`src/audio_dma_defines.svh`:
```
`ifndef AUDIO_DMA_DEFINES_SVH
`define AUDIO_DMA_DEFINES_SVH
// What this block does
// Record length is a 32-bit software register the DMA never changes.
// Record current address is 32-bit, read only, software writes ignored.
// Record status bit 2 reads 1 while the record FIFO is full.
// Record status bit 1 sets when record address reaches the end address.
// Record end flag clears only by writing 1; writing 0 keeps it.
// Record status bit 0 sets when record address reaches the middle address.
// Record midpoint flag clears only by writing 1; writing 0 keeps it.
// Play base address is a 32-bit register only software changes.
// Play length is a 32-bit software register the DMA never changes.
// Record base address is software only; record DMA starts writing there.
// Play current address is readable by software but never written by it.
// Middle is base plus half length, end is base plus length, checked per transfer.
// On reaching the end the current address reloads to base, circularly.
`define REC_BASE_ADDR 32'hfff0_9008
`define REC_LEN_ADDR 32'hfff0_900c
`define REC_CUR_ADDR 32'hfff0_9010
`define REC_STAT_ADDR 32'hfff0_9014
`define PLAY_BASE_ADDR 32'hfff0_9018
`define PLAY_LEN_ADDR 32'hfff0_901c
`define PLAY_CUR_ADDR 32'hfff0_9020
`define DMA_CTRL_ADDR 32'hfff0_9040
`define IRQ_STAT_ADDR 32'hfff0_9044
`define IRQ_MASK_ADDR 32'hfff0_9048
`define REG_RESET 32'h0000_0000
`define WORD_STEP 32'h0000_0004
`define STAT_MID_BIT 0
`define STAT_END_BIT 1
`define STAT_FULL_BIT 2
`define CTRL_REC_EN_BIT 0
`define CTRL_PLAY_EN_BIT 1
`define IRQ_REC_MID_BIT 0
`define IRQ_REC_END_BIT 1
`define IRQ_PLAY_MID_BIT 2
`define IRQ_PLAY_END_BIT 3
`endif

```
`src/audio_dma_pkg.sv`:
```
package audio_dma_pkg;
   typedef struct packed {
      logic req;
      logic we;
      logic [31:0] addr;
      logic [31:0] wdata;
   } mem_req_s;
   typedef enum logic [3:0] {
      ST_IDLE = 4'h1,
      ST_REC_WR = 4'h2,
      ST_PLAY_RD = 4'h4,
      ST_PLAY_OUT = 4'h8
   } dma_state_e;
endpackage

```
`src/audio_dma.sv`:
```
// Local design decision: the APB interface to the registers.
`timescale 1ns/1ns
`include "audio_dma_defines.svh"
module audio_dma (
   input wire logic pclk,
   input wire logic presetn,
   input wire logic psel,
   input wire logic penable,
   input wire logic pwrite,
   input wire logic [31:0] paddr,
   input wire logic [31:0] pwdata,
   output logic [31:0] prdata_r,
   output logic pready_r,
   output logic pslverr_r,
   output logic irq_r,
   output audio_dma_pkg::mem_req_s mem_r,
   input wire logic mem_ack,
   input wire logic [31:0] mem_rdata,
   input wire logic rec_valid,
   input wire logic [31:0] rec_data,
   output logic rec_ready_r,
   input wire logic rec_fifo_full,
   output logic play_valid_r,
   output logic [31:0] play_data_r,
   input wire logic play_ready
);
   localparam int NREG = 10;
   localparam int I_RBASE = 0;
   localparam int I_RLEN = 1;
   localparam int I_RCUR = 2;
   localparam int I_RSTAT = 3;
   localparam int I_PBASE = 4;
   localparam int I_PLEN = 5;
   localparam int I_PCUR = 6;
   localparam int I_CTRL = 7;
   localparam int I_ISTAT = 8;
   localparam int I_IMASK = 9;

   logic [31:0] rec_base_r;
   logic [31:0] rec_len_r;
   logic [31:0] play_base_r;
   logic [31:0] play_len_r;
   logic [1:0] ctrl_r;
   logic [1:0] ctrl_d_r;
   logic [3:0] imask_r;
   logic [31:0] rec_cur;
   logic [31:0] play_cur;
   logic rec_mid;
   logic rec_end;
   logic play_mid;
   logic play_end;
   logic [1:0] rstat;
   logic [3:0] istat;
   logic [1:0] rstat_clr;
   logic [3:0] istat_clr;
   logic [NREG-1:0] sel;
   logic wr_en;
   logic rd_done;
   logic rec_step;
   logic play_step;
   logic rec_load;
   logic play_load;
   logic [31:0] rd_word;
   audio_dma_pkg::dma_state_e state_r;
   audio_dma_pkg::dma_state_e state_nxt;

   // Decodes a byte address into a one-hot register select.
   function automatic logic [NREG-1:0] decode(input logic [31:0] a);
      logic [NREG-1:0] s;
      s = '0;
      case (a)
         `REC_BASE_ADDR: s[I_RBASE] = 1'b1;
         `REC_LEN_ADDR: s[I_RLEN] = 1'b1;
         `REC_CUR_ADDR: s[I_RCUR] = 1'b1;
         `REC_STAT_ADDR: s[I_RSTAT] = 1'b1;
         `PLAY_BASE_ADDR: s[I_PBASE] = 1'b1;
         `PLAY_LEN_ADDR: s[I_PLEN] = 1'b1;
         `PLAY_CUR_ADDR: s[I_PCUR] = 1'b1;
         `DMA_CTRL_ADDR: s[I_CTRL] = 1'b1;
         `IRQ_STAT_ADDR: s[I_ISTAT] = 1'b1;
         `IRQ_MASK_ADDR: s[I_IMASK] = 1'b1;
         default: s = '0;
      endcase
      return s;
   endfunction

   assign sel = decode(paddr);
   assign wr_en = psel && penable && pready_r && pwrite;
   assign rd_done = psel && penable && pready_r && !pwrite;

   // Every access has exactly one wait-free access cycle.
   always_ff @(posedge pclk or negedge presetn) begin
      if (!presetn) begin
         pready_r <= 1'b0;
         pslverr_r <= 1'b0;
      end else begin
         pready_r <= psel && !penable;
         pslverr_r <= psel && !penable && (sel == '0);
      end
   end

   always_comb begin
      rd_word = '0;
      unique case (1'b1)
         sel[I_RBASE]: rd_word = rec_base_r;
         sel[I_RLEN]: rd_word = rec_len_r;
         sel[I_RCUR]: rd_word = rec_cur;
         sel[I_RSTAT]: rd_word = {29'h0, rec_fifo_full, rstat};
         sel[I_PBASE]: rd_word = play_base_r;
         sel[I_PLEN]: rd_word = play_len_r;
         sel[I_PCUR]: rd_word = play_cur;
         sel[I_CTRL]: rd_word = {30'h0, ctrl_r};
         sel[I_ISTAT]: rd_word = {28'h0, istat};
         sel[I_IMASK]: rd_word = {28'h0, imask_r};
         default: rd_word = '0;
      endcase
   end

   // Read data is captured in the setup cycle and held through the access cycle.
   always_ff @(posedge pclk or negedge presetn) begin
      if (!presetn) begin
         prdata_r <= `REG_RESET;
      end else if (psel && !penable && !pwrite) begin
         prdata_r <= rd_word;
      end
   end

   always_ff @(posedge pclk or negedge presetn) begin
      if (!presetn) begin
         rec_base_r <= `REG_RESET;
         rec_len_r <= `REG_RESET;
         play_base_r <= `REG_RESET;
         play_len_r <= `REG_RESET;
      end else if (wr_en) begin
         if (sel[I_RBASE]) begin
            rec_base_r <= pwdata;
         end
         if (sel[I_RLEN]) begin
            rec_len_r <= pwdata;
         end
         if (sel[I_PBASE]) begin
            play_base_r <= pwdata;
         end
         if (sel[I_PLEN]) begin
            play_len_r <= pwdata;
         end
      end
   end

   always_ff @(posedge pclk or negedge presetn) begin
      if (!presetn) begin
         ctrl_r <= 2'h0;
         imask_r <= 4'h0;
      end else if (wr_en) begin
         if (sel[I_CTRL]) begin
            ctrl_r <= pwdata[1:0];
         end
         if (sel[I_IMASK]) begin
            imask_r <= pwdata[3:0];
         end
      end
   end

   // Rising enable edges reload the current addresses from the bases.
   always_ff @(posedge pclk or negedge presetn) begin
      if (!presetn) begin
         ctrl_d_r <= 2'h0;
      end else begin
         ctrl_d_r <= ctrl_r;
      end
   end

   assign rec_load = ctrl_r[`CTRL_REC_EN_BIT] && !ctrl_d_r[`CTRL_REC_EN_BIT];
   assign play_load = ctrl_r[`CTRL_PLAY_EN_BIT] && !ctrl_d_r[`CTRL_PLAY_EN_BIT];
   assign rec_step = (state_r == audio_dma_pkg::ST_REC_WR) && mem_ack;
   assign play_step = (state_r == audio_dma_pkg::ST_PLAY_RD) && mem_ack;

   dma_channel rec_chan (
      .pclk(pclk),
      .presetn(presetn),
      .load(rec_load),
      .step(rec_step),
      .base(rec_base_r),
      .length(rec_len_r),
      .cur_r(rec_cur),
      .mid_hit_r(rec_mid),
      .end_hit_r(rec_end)
   );

   dma_channel play_chan (
      .pclk(pclk),
      .presetn(presetn),
      .load(play_load),
      .step(play_step),
      .base(play_base_r),
      .length(play_len_r),
      .cur_r(play_cur),
      .mid_hit_r(play_mid),
      .end_hit_r(play_end)
   );

   // Write one to clear; a zero leaves the flag alone.
   assign rstat_clr = (wr_en && sel[I_RSTAT]) ? pwdata[1:0] : 2'h0;

   sticky_flags #(.WIDTH(2)) rec_flags (
      .pclk(pclk),
      .presetn(presetn),
      .set({rec_end, rec_mid}),
      .clr(rstat_clr),
      .flags_r(rstat)
   );

   // Only bits that were returned to software are cleared, so a set that lands
   // after the setup cycle survives until the next read.
   assign istat_clr = (rd_done && sel[I_ISTAT]) ? prdata_r[3:0] : 4'h0;

   sticky_flags #(.WIDTH(4)) irq_flags (
      .pclk(pclk),
      .presetn(presetn),
      .set({play_end, play_mid, rec_end, rec_mid}),
      .clr(istat_clr),
      .flags_r(istat)
   );

   always_ff @(posedge pclk or negedge presetn) begin
      if (!presetn) begin
         irq_r <= 1'b0;
      end else begin
         irq_r <= |(istat & imask_r);
      end
   end

   // Record is served first because its FIFO overflows while play only underruns.
   always_comb begin
      state_nxt = state_r;
      unique case (state_r)
         audio_dma_pkg::ST_IDLE: begin
            if (ctrl_r[`CTRL_REC_EN_BIT] && !rec_load && rec_valid && !rec_ready_r) begin
               state_nxt = audio_dma_pkg::ST_REC_WR;
            end else if (ctrl_r[`CTRL_PLAY_EN_BIT] && !play_load) begin
               state_nxt = audio_dma_pkg::ST_PLAY_RD;
            end
         end
         audio_dma_pkg::ST_REC_WR: begin
            if (mem_ack) begin
               state_nxt = audio_dma_pkg::ST_IDLE;
            end
         end
         audio_dma_pkg::ST_PLAY_RD: begin
            if (mem_ack) begin
               state_nxt = audio_dma_pkg::ST_PLAY_OUT;
            end
         end
         audio_dma_pkg::ST_PLAY_OUT: begin
            if (play_ready) begin
               state_nxt = audio_dma_pkg::ST_IDLE;
            end
         end
         default: state_nxt = audio_dma_pkg::ST_IDLE;
      endcase
   end

   always_ff @(posedge pclk or negedge presetn) begin
      if (!presetn) begin
         state_r <= audio_dma_pkg::ST_IDLE;
      end else begin
         state_r <= state_nxt;
      end
   end

   always_ff @(posedge pclk or negedge presetn) begin
      if (!presetn) begin
         mem_r <= '0;
      end else if (mem_r.req) begin
         if (mem_ack) begin
            mem_r.req <= 1'b0;
         end
      end else if (state_r == audio_dma_pkg::ST_IDLE && state_nxt == audio_dma_pkg::ST_REC_WR) begin
         mem_r.req <= 1'b1;
         mem_r.we <= 1'b1;
         mem_r.addr <= rec_cur;
         mem_r.wdata <= rec_data;
      end else if (state_r == audio_dma_pkg::ST_IDLE && state_nxt == audio_dma_pkg::ST_PLAY_RD) begin
         mem_r.req <= 1'b1;
         mem_r.we <= 1'b0;
         mem_r.addr <= play_cur;
      end
   end

   // The record sample is accepted in the cycle its write is launched.
   always_ff @(posedge pclk or negedge presetn) begin
      if (!presetn) begin
         rec_ready_r <= 1'b0;
      end else begin
         rec_ready_r <= (state_r == audio_dma_pkg::ST_IDLE) && (state_nxt == audio_dma_pkg::ST_REC_WR);
      end
   end

   always_ff @(posedge pclk or negedge presetn) begin
      if (!presetn) begin
         play_valid_r <= 1'b0;
         play_data_r <= `REG_RESET;
      end else if (play_step) begin
         play_valid_r <= 1'b1;
         play_data_r <= mem_rdata;
      end else if (play_valid_r && play_ready) begin
         play_valid_r <= 1'b0;
      end
   end
endmodule

```
`src/sticky_flags.sv`:
```
`timescale 1ns/1ns
module sticky_flags #(
   parameter int WIDTH = 2
) (
   input wire logic pclk,
   input wire logic presetn,
   input wire logic [WIDTH-1:0] set,
   input wire logic [WIDTH-1:0] clr,
   output logic [WIDTH-1:0] flags_r
);
   // A set in the same cycle as a clear wins, so no event is lost.
   always_ff @(posedge pclk or negedge presetn) begin
      if (!presetn) begin
         flags_r <= '0;
      end else begin
         flags_r <= (flags_r & ~clr) | set;
      end
   end
endmodule

```
`src/dma_channel.sv`:
```
`timescale 1ns/1ns
`include "audio_dma_defines.svh"
module dma_channel (
   input wire logic pclk,
   input wire logic presetn,
   input wire logic load,
   input wire logic step,
   input wire logic [31:0] base,
   input wire logic [31:0] length,
   output logic [31:0] cur_r,
   output logic mid_hit_r,
   output logic end_hit_r
);
   logic [31:0] nxt;
   logic [31:0] mid_addr;
   logic [31:0] end_addr;

   assign nxt = cur_r + `WORD_STEP;
   assign mid_addr = base + {1'b0, length[31:1]};
   assign end_addr = base + length;

   always_ff @(posedge pclk or negedge presetn) begin
      if (!presetn) begin
         cur_r <= `REG_RESET;
      end else if (load) begin
         cur_r <= base;
      end else if (step) begin
         cur_r <= (nxt == end_addr) ? base : nxt;
      end
   end

   always_ff @(posedge pclk or negedge presetn) begin
      if (!presetn) begin
         mid_hit_r <= 1'b0;
         end_hit_r <= 1'b0;
      end else begin
         mid_hit_r <= step && !load && (nxt == mid_addr);
         end_hit_r <= step && !load && (nxt == end_addr);
      end
   end
endmodule

```
`config.mk`:
```
export PLATFORM = sky130hd
export DESIGN_NAME = audio_dma
export DESIGN_NICKNAME = d
export VERILOG_FILES = /design/src/audio_dma_pkg.sv /design/src/audio_dma.sv /design/src/sticky_flags.sv /design/src/dma_channel.sv
export VERILOG_INCLUDE_DIRS = /design/src
export SDC_FILE = /design/constraint.sdc
export NUM_CORES = 1
export LEC_CHECK = 0
export BUFFER_PORTS_ARGS = -buffer_cell sky130_fd_sc_hd__buf_2
export CORE_MARGIN = 2
export CORE_UTILIZATION = 55
export DETAILED_ROUTE_END_ITERATION = 8
export GPL_TIMING_DRIVEN = 0
export PLACE_DENSITY = 0.75
export SKIP_CTS_REPAIR_TIMING = 1
export SLEW_MARGIN = 10
export SYNTH_ARGS = -nofsm -noshare
export SYNTH_HDL_FRONTEND = slang
export SYNTH_SLANG_ARGS = --single-unit
```
`constraint.sdc`:
```
create_clock -name pclk -period 4.4 [get_ports pclk]
set_input_delay 0.66 -clock pclk [delete_from_list [all_inputs] [get_ports pclk]]
set_output_delay 0.66 -clock pclk [all_outputs]
set_load 0.01 [all_outputs]
```
# == Yosys cells after proc, flatten, opt, wreduce, memory -nomap -nowiden ==
# Cells that the tools add are included.
# totals
ff_bits,349
out_inout_bits,135
wordCells,139
# classes
add_sub_neg,6
n_eq_ne,20
n_mux,31
n_bitwise,8
reduce_logical,47
# op_table
cell,count
$eq 32x32->1 const B,10
$pmux 32 s10,1
$mux 32,6
$eq 32x32->1,4
$mux 34,2
$add 32x3->32 const B,2
$add 32x31->32,2
$add 32x32->32,2
$logic_and 1x1->1,26
$mux 4,6
$pmux 4 s4,1
$reduce_and 2->1,8
$mux 1,14
$logic_not 10->1,1
$and 4x4->4,2
$eq 4x2->1 const B,2
$eq 4x3->1 const B,2
$reduce_bool 2->1,4
$logic_not 1->1,7
$eq 4x1->1 const B,1
$eq 4x4->1 const B,1
$not 4->4,1
$or 4x4->4,1
$reduce_or 4->1,1
5 further kinds,5

# == Depth between registers and ports, before layout ==
# Gate-level depths: netlist (run 1).
# logic_depth
depth_word,13
mapped_depth,16
depth_no_buf,14

# == Modules after synthesis ==
# From an unflattened synthesis (run 1), not the netlist that was laid out.
# unflattened
hier_cells,2812
hier_area_um2,26396.6
# by_module_without_submodules
module,n_inst,cells_per_inst,area_each_um2
audio_dma,1,958,11960.2
dma_channel at play_chan,1,927,7193.1
dma_channel at rec_chan,1,909,7025.5
sticky_flags at irq_flags,1,12,145.1
sticky_flags at rec_flags,1,6,72.6

# == Worst setup path after synthesis (run 1) ==
# No wires, ideal clock.
# synth_timing
kind,register to register
start,reg rec_base_r[0]
end,reg rec_chan.cur_r[26]
setup_ps,139
arrival_ps,3922
required_time_ps,4261
path_slack_ps,339
stages_incl_launch_ff,15
period_less_slack_ps,4061
cell_sequence,dfrtp_1 -> ha_1 -> inv_1 -> fa_1 -> and2b_4 -> o211a_1 -> o31ai_1 -> a21boi_0 -> xnor2_1 -> a2111oi_2 -> and4_1 -> or3b_4 -> o31ai_4 -> nor2_1 -> or4_1
# synth_between
elab_chain_len,5
# synth_lines
item,line_no,source
"start, declared",audio_dma.sv:39,logic [31:0] rec_base_r;
"start signal, assigned",audio_dma.sv:130,rec_base_r <= `REG_RESET;
"start signal, assigned",audio_dma.sv:136,rec_base_r <= pwdata;
$add 32x32->32,dma_channel.sv:20,assign end_addr = base + length;
$eq 32x32->1,dma_channel.sv:28,cur_r <= (nxt == end_addr) ? base : nxt;
$mux 32,dma_channel.sv:28,
$mux 32,dma_channel.sv:27,end else if (step) begin
$mux 32,dma_channel.sv:25,end else if (load) begin
"end signal, assigned",dma_channel.sv:24,cur_r <= `REG_RESET;
"end signal, assigned",dma_channel.sv:26,cur_r <= base;
"end signal, assigned",dma_channel.sv:28,
"end, declared",dma_channel.sv:10,"output logic [31:0] cur_r,"
# Every way passes these cells. The select of a mux whose other input is x is not followed.
# A chain may end at the register's enable or synchronous reset.

# == Final worst setup path (run 1) ==
# layout_timing
start,reg state_r[1]
end,reg rec_chan.mid_hit_r
# layout_between
elab_chain_len,4
# layout_lines
item,line_no,source
"start, declared",audio_dma.sv:64,audio_dma_pkg::dma_state_e state_r;
"start signal, assigned",audio_dma.sv:265,state_r <= audio_dma_pkg::ST_IDLE;
"start signal, assigned",audio_dma.sv:267,state_r <= state_nxt;
$eq 4x2->1,audio_dma.sv:175,assign rec_step = (state_r == audio_dma_pkg::ST_REC_WR) && mem_ack;
$logic_and 1x1->1,audio_dma.sv:175,
$logic_and 1x1->1 (2 in a row),dma_channel.sv:37,mid_hit_r <= step && !load && (nxt == mid_addr);
"end signal, assigned",dma_channel.sv:37,
"end, declared",dma_channel.sv:11,"output logic mid_hit_r,"
# Every way passes these cells.

==> impl_metrics.ini, run 1 <==
[synth]
mappedNetlistArea_um2 = 26700
syn-num-nets = 3181
netlist_instances = 2914
ys_types = 105
synthXorXnorAreaFrac = 0.103
synthesis.area_per_instance_um2 = 9.15
synth-main-ff-cell = sky130_fd_sc_hd__dfrtp_1
synth-warning-count = 0
number_of_synthesized_flops_with_an_enable_pin = 0
synth.mux.area_fraction = 0.105
synth_sequential_area_ratio = 0.327
synth-compound-area-share = 0.190
synth-simple-area-share = 0.173
dominant_combinational_cell_family_by_area_after_synthesis = compound AO/OA/AOI/OAI gates
yosys_register_bits = 349
synth-adder-area-share = 0.0621
synthArstFlopShare = 1.00

[setup_path]
setup_crit_start_kind = register
worstSetupStartpoint = state_r[1]$_DFF_PN0_
timing.critical_path.fanout_max = 8
critical_path_arrival_ps = 4850
r2r_cells = 12
highest_delay_cell_along_the_critical_path = sky130_fd_sc_hd__or4_1
critical_path.reg2reg.startpoint = state_r[1]$_DFF_PN0_
critical_path_max_stage_delay_ps = 660
path_class = reg2reg
critical_path_required_ps = 4820
worstSetupPathDepth = 12
critical_path.most_common_cell = sky130_fd_sc_hd__nor4_4
path_cells = nand2_1 > nor4_4 > buf_4 > nand2_1 > or4_1 > nor4_4 > o2111ai_1 > nor4_1 > nand4_1 > nor4_1 > nand4b_1 > nor4_4
cp_top_family = simple AND/OR/NAND/NOR gates
worstSetupEndpointType = register
worst_path_buffer_plus_inverter_count = 1
reg2reg_setup_slack_ps = -20
r2r-end = rec_chan.mid_hit_r$_DFF_PN0_

[die]
rows = 80
initial_core_utilization = 0.557
floorplan.die.width_um = 224
fp.dieH_um = 224
pin_count = 272
fp.dieArea_um2 = 50300
design.core.area_um2 = 47800

[cells_and_area]
layout.filler_cells = 4079
mostFrequentLayoutCells = 334 x sky130_fd_sc_hd__dfrtp_1, 311 x sky130_fd_sc_hd__nand2_1, 303 x sky130_fd_sc_hd__buf_2
layout-drive-gt1-share = 0.223
layout.nets = 3532
flow.area_growth_from_synthesis_pct = 16.3
mostFrequentLayoutCell = sky130_fd_sc_hd__dfrtp_1

[global_routing]
initial_antenna_violation_count = 8
overflow = 0
grt_first_pass_wirelength_mm = 154
grt_max_degree = 111
grt_pass1_vias = 24625
grt.total_usage = 0.408

[run_status]
violated_checks = setup timing
outcome = finished with violations

[placement]
hpwl_mm = 84.1
pre_cts_slack_ps = -1860
routabilityCongestion = 1.02
buffer_ports.inserted = 271

[detailed_routing]
top_metal_used = met5
wire_per_inst_um = 27.1
wl_mm = 106
detailed_route_via_count = 26434
route.met3.wl_mm = 12.1
route.antenna.remaining_nets = 0
detailedRoute.firstPassIterationCount = 6
drc_errors = 0
detail_route.wirelength.met1_mm = 43.1
met2_length_mm = 44.9
detail_route.iter0.violations = 3281
drt-vias-per-instance = 6.76

[timing]
clock-skew-final_ps = 19.4
fmax_ghz = 0.226
rsz0062_at_grt = yes
setup-violations-final = 1
timing.max_slew.rel_slack = 0.221
post-route-min-period_ps = 4420
final_max_slew_viol_count = 0
finalCritPeriodShare = 1.00
timing_worst_slew_pin_value_ps = 1160
hold_viol = 0
worst_slack_ps = -21.5

[clocking]
clk_pin_slew_ps = 60
cts-root-buf = sky130_fd_sc_hd__clkbuf_16
clk-insertion-delay-late_ps = 570
clock_path_buffers = 3
cts_num_sinks = 349
cts_tree = yes
numCtsBuffers = 38
h-tree-depth = 2

[power]
cellLeakagePower_nw = 14.6
total_power_mw = 8.05
cellPowerDensity_nw_per_um2 = 259
ir_worst_vdd_uv = 297

[hold_path]
type_of_the_most_critical_hold_path = in2async

[run]
maxCapViolations = 0
stage by stage:
stage	instances	hold WS [ps]	area, µm²	setup TNS [ps]	util
3_5_place_dp	3803	451	28900	-37600	0.604
4_1_cts	3868	17.7	30200	-38240	0.631
5_1_grt	3908	52.5	31000	-339	0.648
2_1_floorplan	2914	364	26700	0	-
3_3_place_gp	3800	451	28800	-1357500	0.602
6_report	3910	10.6	31000	-21.5	0.648
how the worst max path moves through the flow:
stage	slack, ps	end
floorplan	340	rec_chan.cur_r[26]$_DFFE_PN0P_
global placement	-3870	play_data_r[18]$_DFFE_PN0P_
detailed placement	-1860	rec_chan.mid_hit_r$_DFF_PN0_
CTS	-1610	rec_chan.mid_hit_r$_DFF_PN0_
global route	-190	rec_chan.mid_hit_r$_DFF_PN0_
finish	-20	rec_chan.mid_hit_r$_DFF_PN0_
report_power, final:
part	internal (mW)	total (mW)	switching [mW]
Clock	1.96	3.41	1.45
Combinational	0.425	1.00	0.577
Sequential	3.43	3.64	0.209
cell usage after synthesis, drive strengths merged, types with 15 or more instances:
cell | number | share of area
dfrtp | 348 | 0.33
nand2 | 313 | 0.044
xnor2 | 205 | 0.068
mux2 | 189 | 0.080
a21oi | 163 | 0.031
o21ai | 132 | 0.025
nor2 | 129 | 0.018
ha | 126 | 0.059
clkbuf | 118 | 0.017
xor2 | 77 | 0.025
a21o | 75 | 0.021
nand4 | 73 | 0.019
mux2i | 68 | 0.026
nor3 | 68 | 0.014
buf | 67 | 0.014
inv | 64 | 0.0090
o22a | 63 | 0.021
nand3 | 60 | 0.011
and3 | 52 | 0.012
nor4 | 49 | 0.013
a221oi | 37 | 0.012
o211ai | 33 | 0.0093
a31oi | 27 | 0.0063
o22ai | 27 | 0.0063
nand2b | 24 | 0.0056
a211oi | 23 | 0.0067
or3 | 21 | 0.0049
and2 | 20 | 0.0047
o31ai | 20 | 0.0061
a22oi | 19 | 0.0053
o21a | 18 | 0.0051
nor2b | 17 | 0.0040
a211o | 15 | 0.0049
layout make-up:
| type | instances | area [µm²] | share of cell area |
|---|---|---|---|
| inverter | 64 | 240 | 0.00774 |
| clock buffer | 47 | 1060 | 0.0340 |
| antenna | 5 | 12.5 | 0.000403 |
| sequential | 349 | 8750 | 0.282 |
| timing repair buffer | 314 | 1780 | 0.0574 |
| buffer | 182 | 821 | 0.0265 |
| tap | 615 | 769 | 0.0248 |
| clock inverter | 18 | 233 | 0.00750 |
| multi-input combinational | 2316 | 17400 | 0.560 |
logic make-up (layout without fill, tap and decap cells):
kind of cell	Yosys count	in the layout
XOR/XNOR	293	293
other	0	5
multiplexers	257	257
AO/OA/AOI/OAI	740	740
buffers and inverters	249	625
adder cells (fa/ha/maj)	130	130
flip-flops	349	349
AND/OR/NAND/NOR	896	896
flip-flops by register name, summed over array words and instances, names as in the netlist, 2 cells and up:
name               flops
imask_r                4
state_r                4
ctrl_d_r               2
irq_flags.flags_r      4
prdata_r              32
play_base_r           32
ctrl_r                 2
play_chan.cur_r       32
play_len_r            32
rec_chan.cur_r        32
rec_base_r            32
play_data_r           32
rec_flags.flags_r      2
mem_r                 66
rec_len_r             32
metal layers:
metal	global-route usage	vias up
li1	-	11481
met1	0.551	12914
met2	0.606	1709
met3	0.114	326
met4	0.193	4
met5	0	-
(Power assumes the default switching activity.)
==> inputs of run 2 (changes only) <==
SETUP_SLACK_MARGIN = 0.15   (was not set)
==> run 2 against run 1 <==
  * The flow still finishes with violations (setup timing)
  * Clock-buffer cell count unchanged
  * Sequential share of layout area decreased by 0.34 points
  * Sequential cell count unchanged
  * Register-to-register slack is essentially flat
  * Utilization grew 0.82 points
  * Clock skew is 0.69 ps higher
  * Global-route usage did not move
  * Worst setup slack got worse by 3.6 ps
  * Critical path depth grew 2
  * First-iteration DRC count fell by 3.5%
  * Highest routed layer unchanged
==> impl_metrics.ini, run 2 (synthesis gave the netlist of run 1 again) <==
[power]
portion_of_total_power_attributed_to_the_clock_network = 0.423
switching_share = 0.278
p_sw_mw = 2.24
sequentialPowerShare = 0.452
cellLeakagePower_nw = 14.8
cellPowerDensity_nw_per_um2 = 256
internal_mw = 5.82
power.combinational.fraction = 0.125
ir_worst_vdd_uv = 297

[die]
pin_count = 272
fp.dieArea_um2 = 50300
floorplan.die.width_um = 224
design.core.area_um2 = 47800
initial_core_utilization = 0.557
fp.dieH_um = 224
rows = 80

[clocking]
clk_pin_slew_ps = 60
numCtsBuffers = 38
clock_path_buffers = 3
cts-root-buf = sky130_fd_sc_hd__clkbuf_16
cts_tree = yes
cts_num_sinks = 349
clk-insertion-delay-late_ps = 570
h-tree-depth = 2

[timing]
setup-tns-final_ps = -31.0
clock-skew-final_ps = 20.1
hold_viol = 0
final_max_slew_viol_count = 0
timing.max_slew.rel_slack = 0.231
fmax_ghz = 0.226
timing_worst_slew_pin_value_ps = 1150
post-route-min-period_ps = 4430
hold_worst_slack_ps = 10.1
finalCritPeriodShare = 1.01
setup-violations-final = 2
worst_slack_ps = -25.1
rsz0062_at_grt = yes

[detailed_routing]
detailed_route_via_count = 26459
route.antenna.remaining_nets = 0
drc_errors = 0
detail_route.iter0.violations = 3166
wl_mm = 106
detailedRoute.firstPassIterationCount = 6
drt-vias-per-instance = 6.74
wire_per_inst_um = 27.1

[setup_path]
setup_crit_start_kind = register
critical_path.most_common_cell = sky130_fd_sc_hd__a21o_1
critical_path.reg2reg.startpoint = rec_base_r[27]$_DFFE_PN0P_
critical_path_max_stage_delay_ps = 510
worstSetupEndpointType = register
highest_delay_cell_along_the_critical_path = sky130_fd_sc_hd__or4_1
r2r-end = rec_chan.cur_r[26]$_DFFE_PN0P_
r2r_cells = 14
reg2reg_setup_slack_ps = -30
critical_path_required_ps = 4840
timing.critical_path.fanout_max = 8
path_cells = ha_1 > clkbuf_1 > a21o_1 > a21oi_1 > o21ai_0 > a21o_1 > o31a_1 > a2111oi_2 > and4_4 > or3b_4 > o31ai_4 > buf_12 > nor2_1 > or4_1
cp_top_family = compound AO/OA/AOI/OAI gates
path_class = reg2reg
worst_path_buffer_plus_inverter_count = 2
critical_path_arrival_ps = 4860

[run_status]
outcome = finished with violations
violated_checks = setup timing

[global_routing]
overflow = 0
grt_pass1_vias = 24625
grt_first_pass_wirelength_mm = 154
grt_max_degree = 111
grt.total_usage = 0.408
initial_antenna_violation_count = 7

[cells_and_area]
layout-drive-gt1-share = 0.238
largest_register_by_flop_count = mem_r
layout.filler_cells = 4033
max_ffs_per_register = 66
flow.area_growth_from_synthesis_pct = 17.8
finish.utilization = 0.657
layout.nets = 3546
mostFrequentLayoutCells = 332 x sky130_fd_sc_hd__dfrtp_1, 310 x sky130_fd_sc_hd__nand2_1, 303 x sky130_fd_sc_hd__buf_2
mostFrequentLayoutCell = sky130_fd_sc_hd__dfrtp_1

[hold_path]
type_of_the_most_critical_hold_path = in2async

[placement]
hpwl_mm = 84.1
pre_cts_slack_ps = -1860
buffer_ports.inserted = 271
routabilityCongestion = 1.02

[run]
maxCapViolations = 0
-- run 2: cell count changes in the layout (fill, tap and decap cells not counted), sizes merged --
cell / before / now
clkbuf: 166 / 165
buf: 377 / 392
-- run 2: per-stage QoR --
stage	total power, mW	std cells	cell area (µm²)
6_report	8.05	3924	31400
5_1_grt	8.24	3922	31400
4_1_cts	8.01	3868	30200
3_5_place_dp	4.66	3803	28900
3_3_place_gp	4.62	3800	28800
2_1_floorplan	4.07	2914	26700
-- run 2: how the worst max path moves through the flow --
| stage | start | to | cells past startpoint |
|---|---|---|---|
| after CTS | state_r[2]$_DFF_PN0_ | rec_chan.mid_hit_r$_DFF_PN0_ | 11 |
| after floorplan | rec_base_r[0]$_DFFE_PN0P_ | rec_chan.cur_r[26]$_DFFE_PN0P_ | 14 |
| after global placement | presetn | play_data_r[18]$_DFFE_PN0P_ | 1 |
| after detailed placement | mem_ack | rec_chan.mid_hit_r$_DFF_PN0_ | 12 |
| after global routing | rec_base_r[0]$_DFFE_PN0P_ | rec_chan.cur_r[26]$_DFFE_PN0P_ | 15 |
| final | rec_base_r[27]$_DFFE_PN0P_ | rec_chan.cur_r[26]$_DFFE_PN0P_ | 14 |
-- run 2: power groups by stage --
| stage | Sequential [mW] | Clock [mW] | Combinational [mW] |
|---|---|---|---|
| after floorplan | 3.70 | 0 | 0.374 |
| after global placement | 3.67 | 0 | 0.950 |
| after detailed placement | 3.67 | 0 | 0.988 |
| after CTS | 3.62 | 3.39 | 0.995 |
| after global routing | 3.65 | 3.51 | 1.08 |
| final | 3.64 | 3.41 | 1.01 |
-- run 2: routing by layer --
layer | global-route usage | wire (µm)
met3 | 0.114 | 12100
met2 | 0.606 | 45500
met4 | 0.193 | 5420
met1 | 0.551 | 43500
met5 | 0 | 8
-- run 2: cell type report --
cell class	count	area (µm²)	area share
antenna	5	12.5	0.000398
buffer	185	856	0.0272
clock buffer	47	1060	0.0336
clock inverter	18	233	0.00741
inverter	64	240	0.00765
multi-input combinational	2316	17600	0.561
sequential	349	8750	0.279
tap	615	769	0.0245
timing repair buffer	325	1860	0.0593
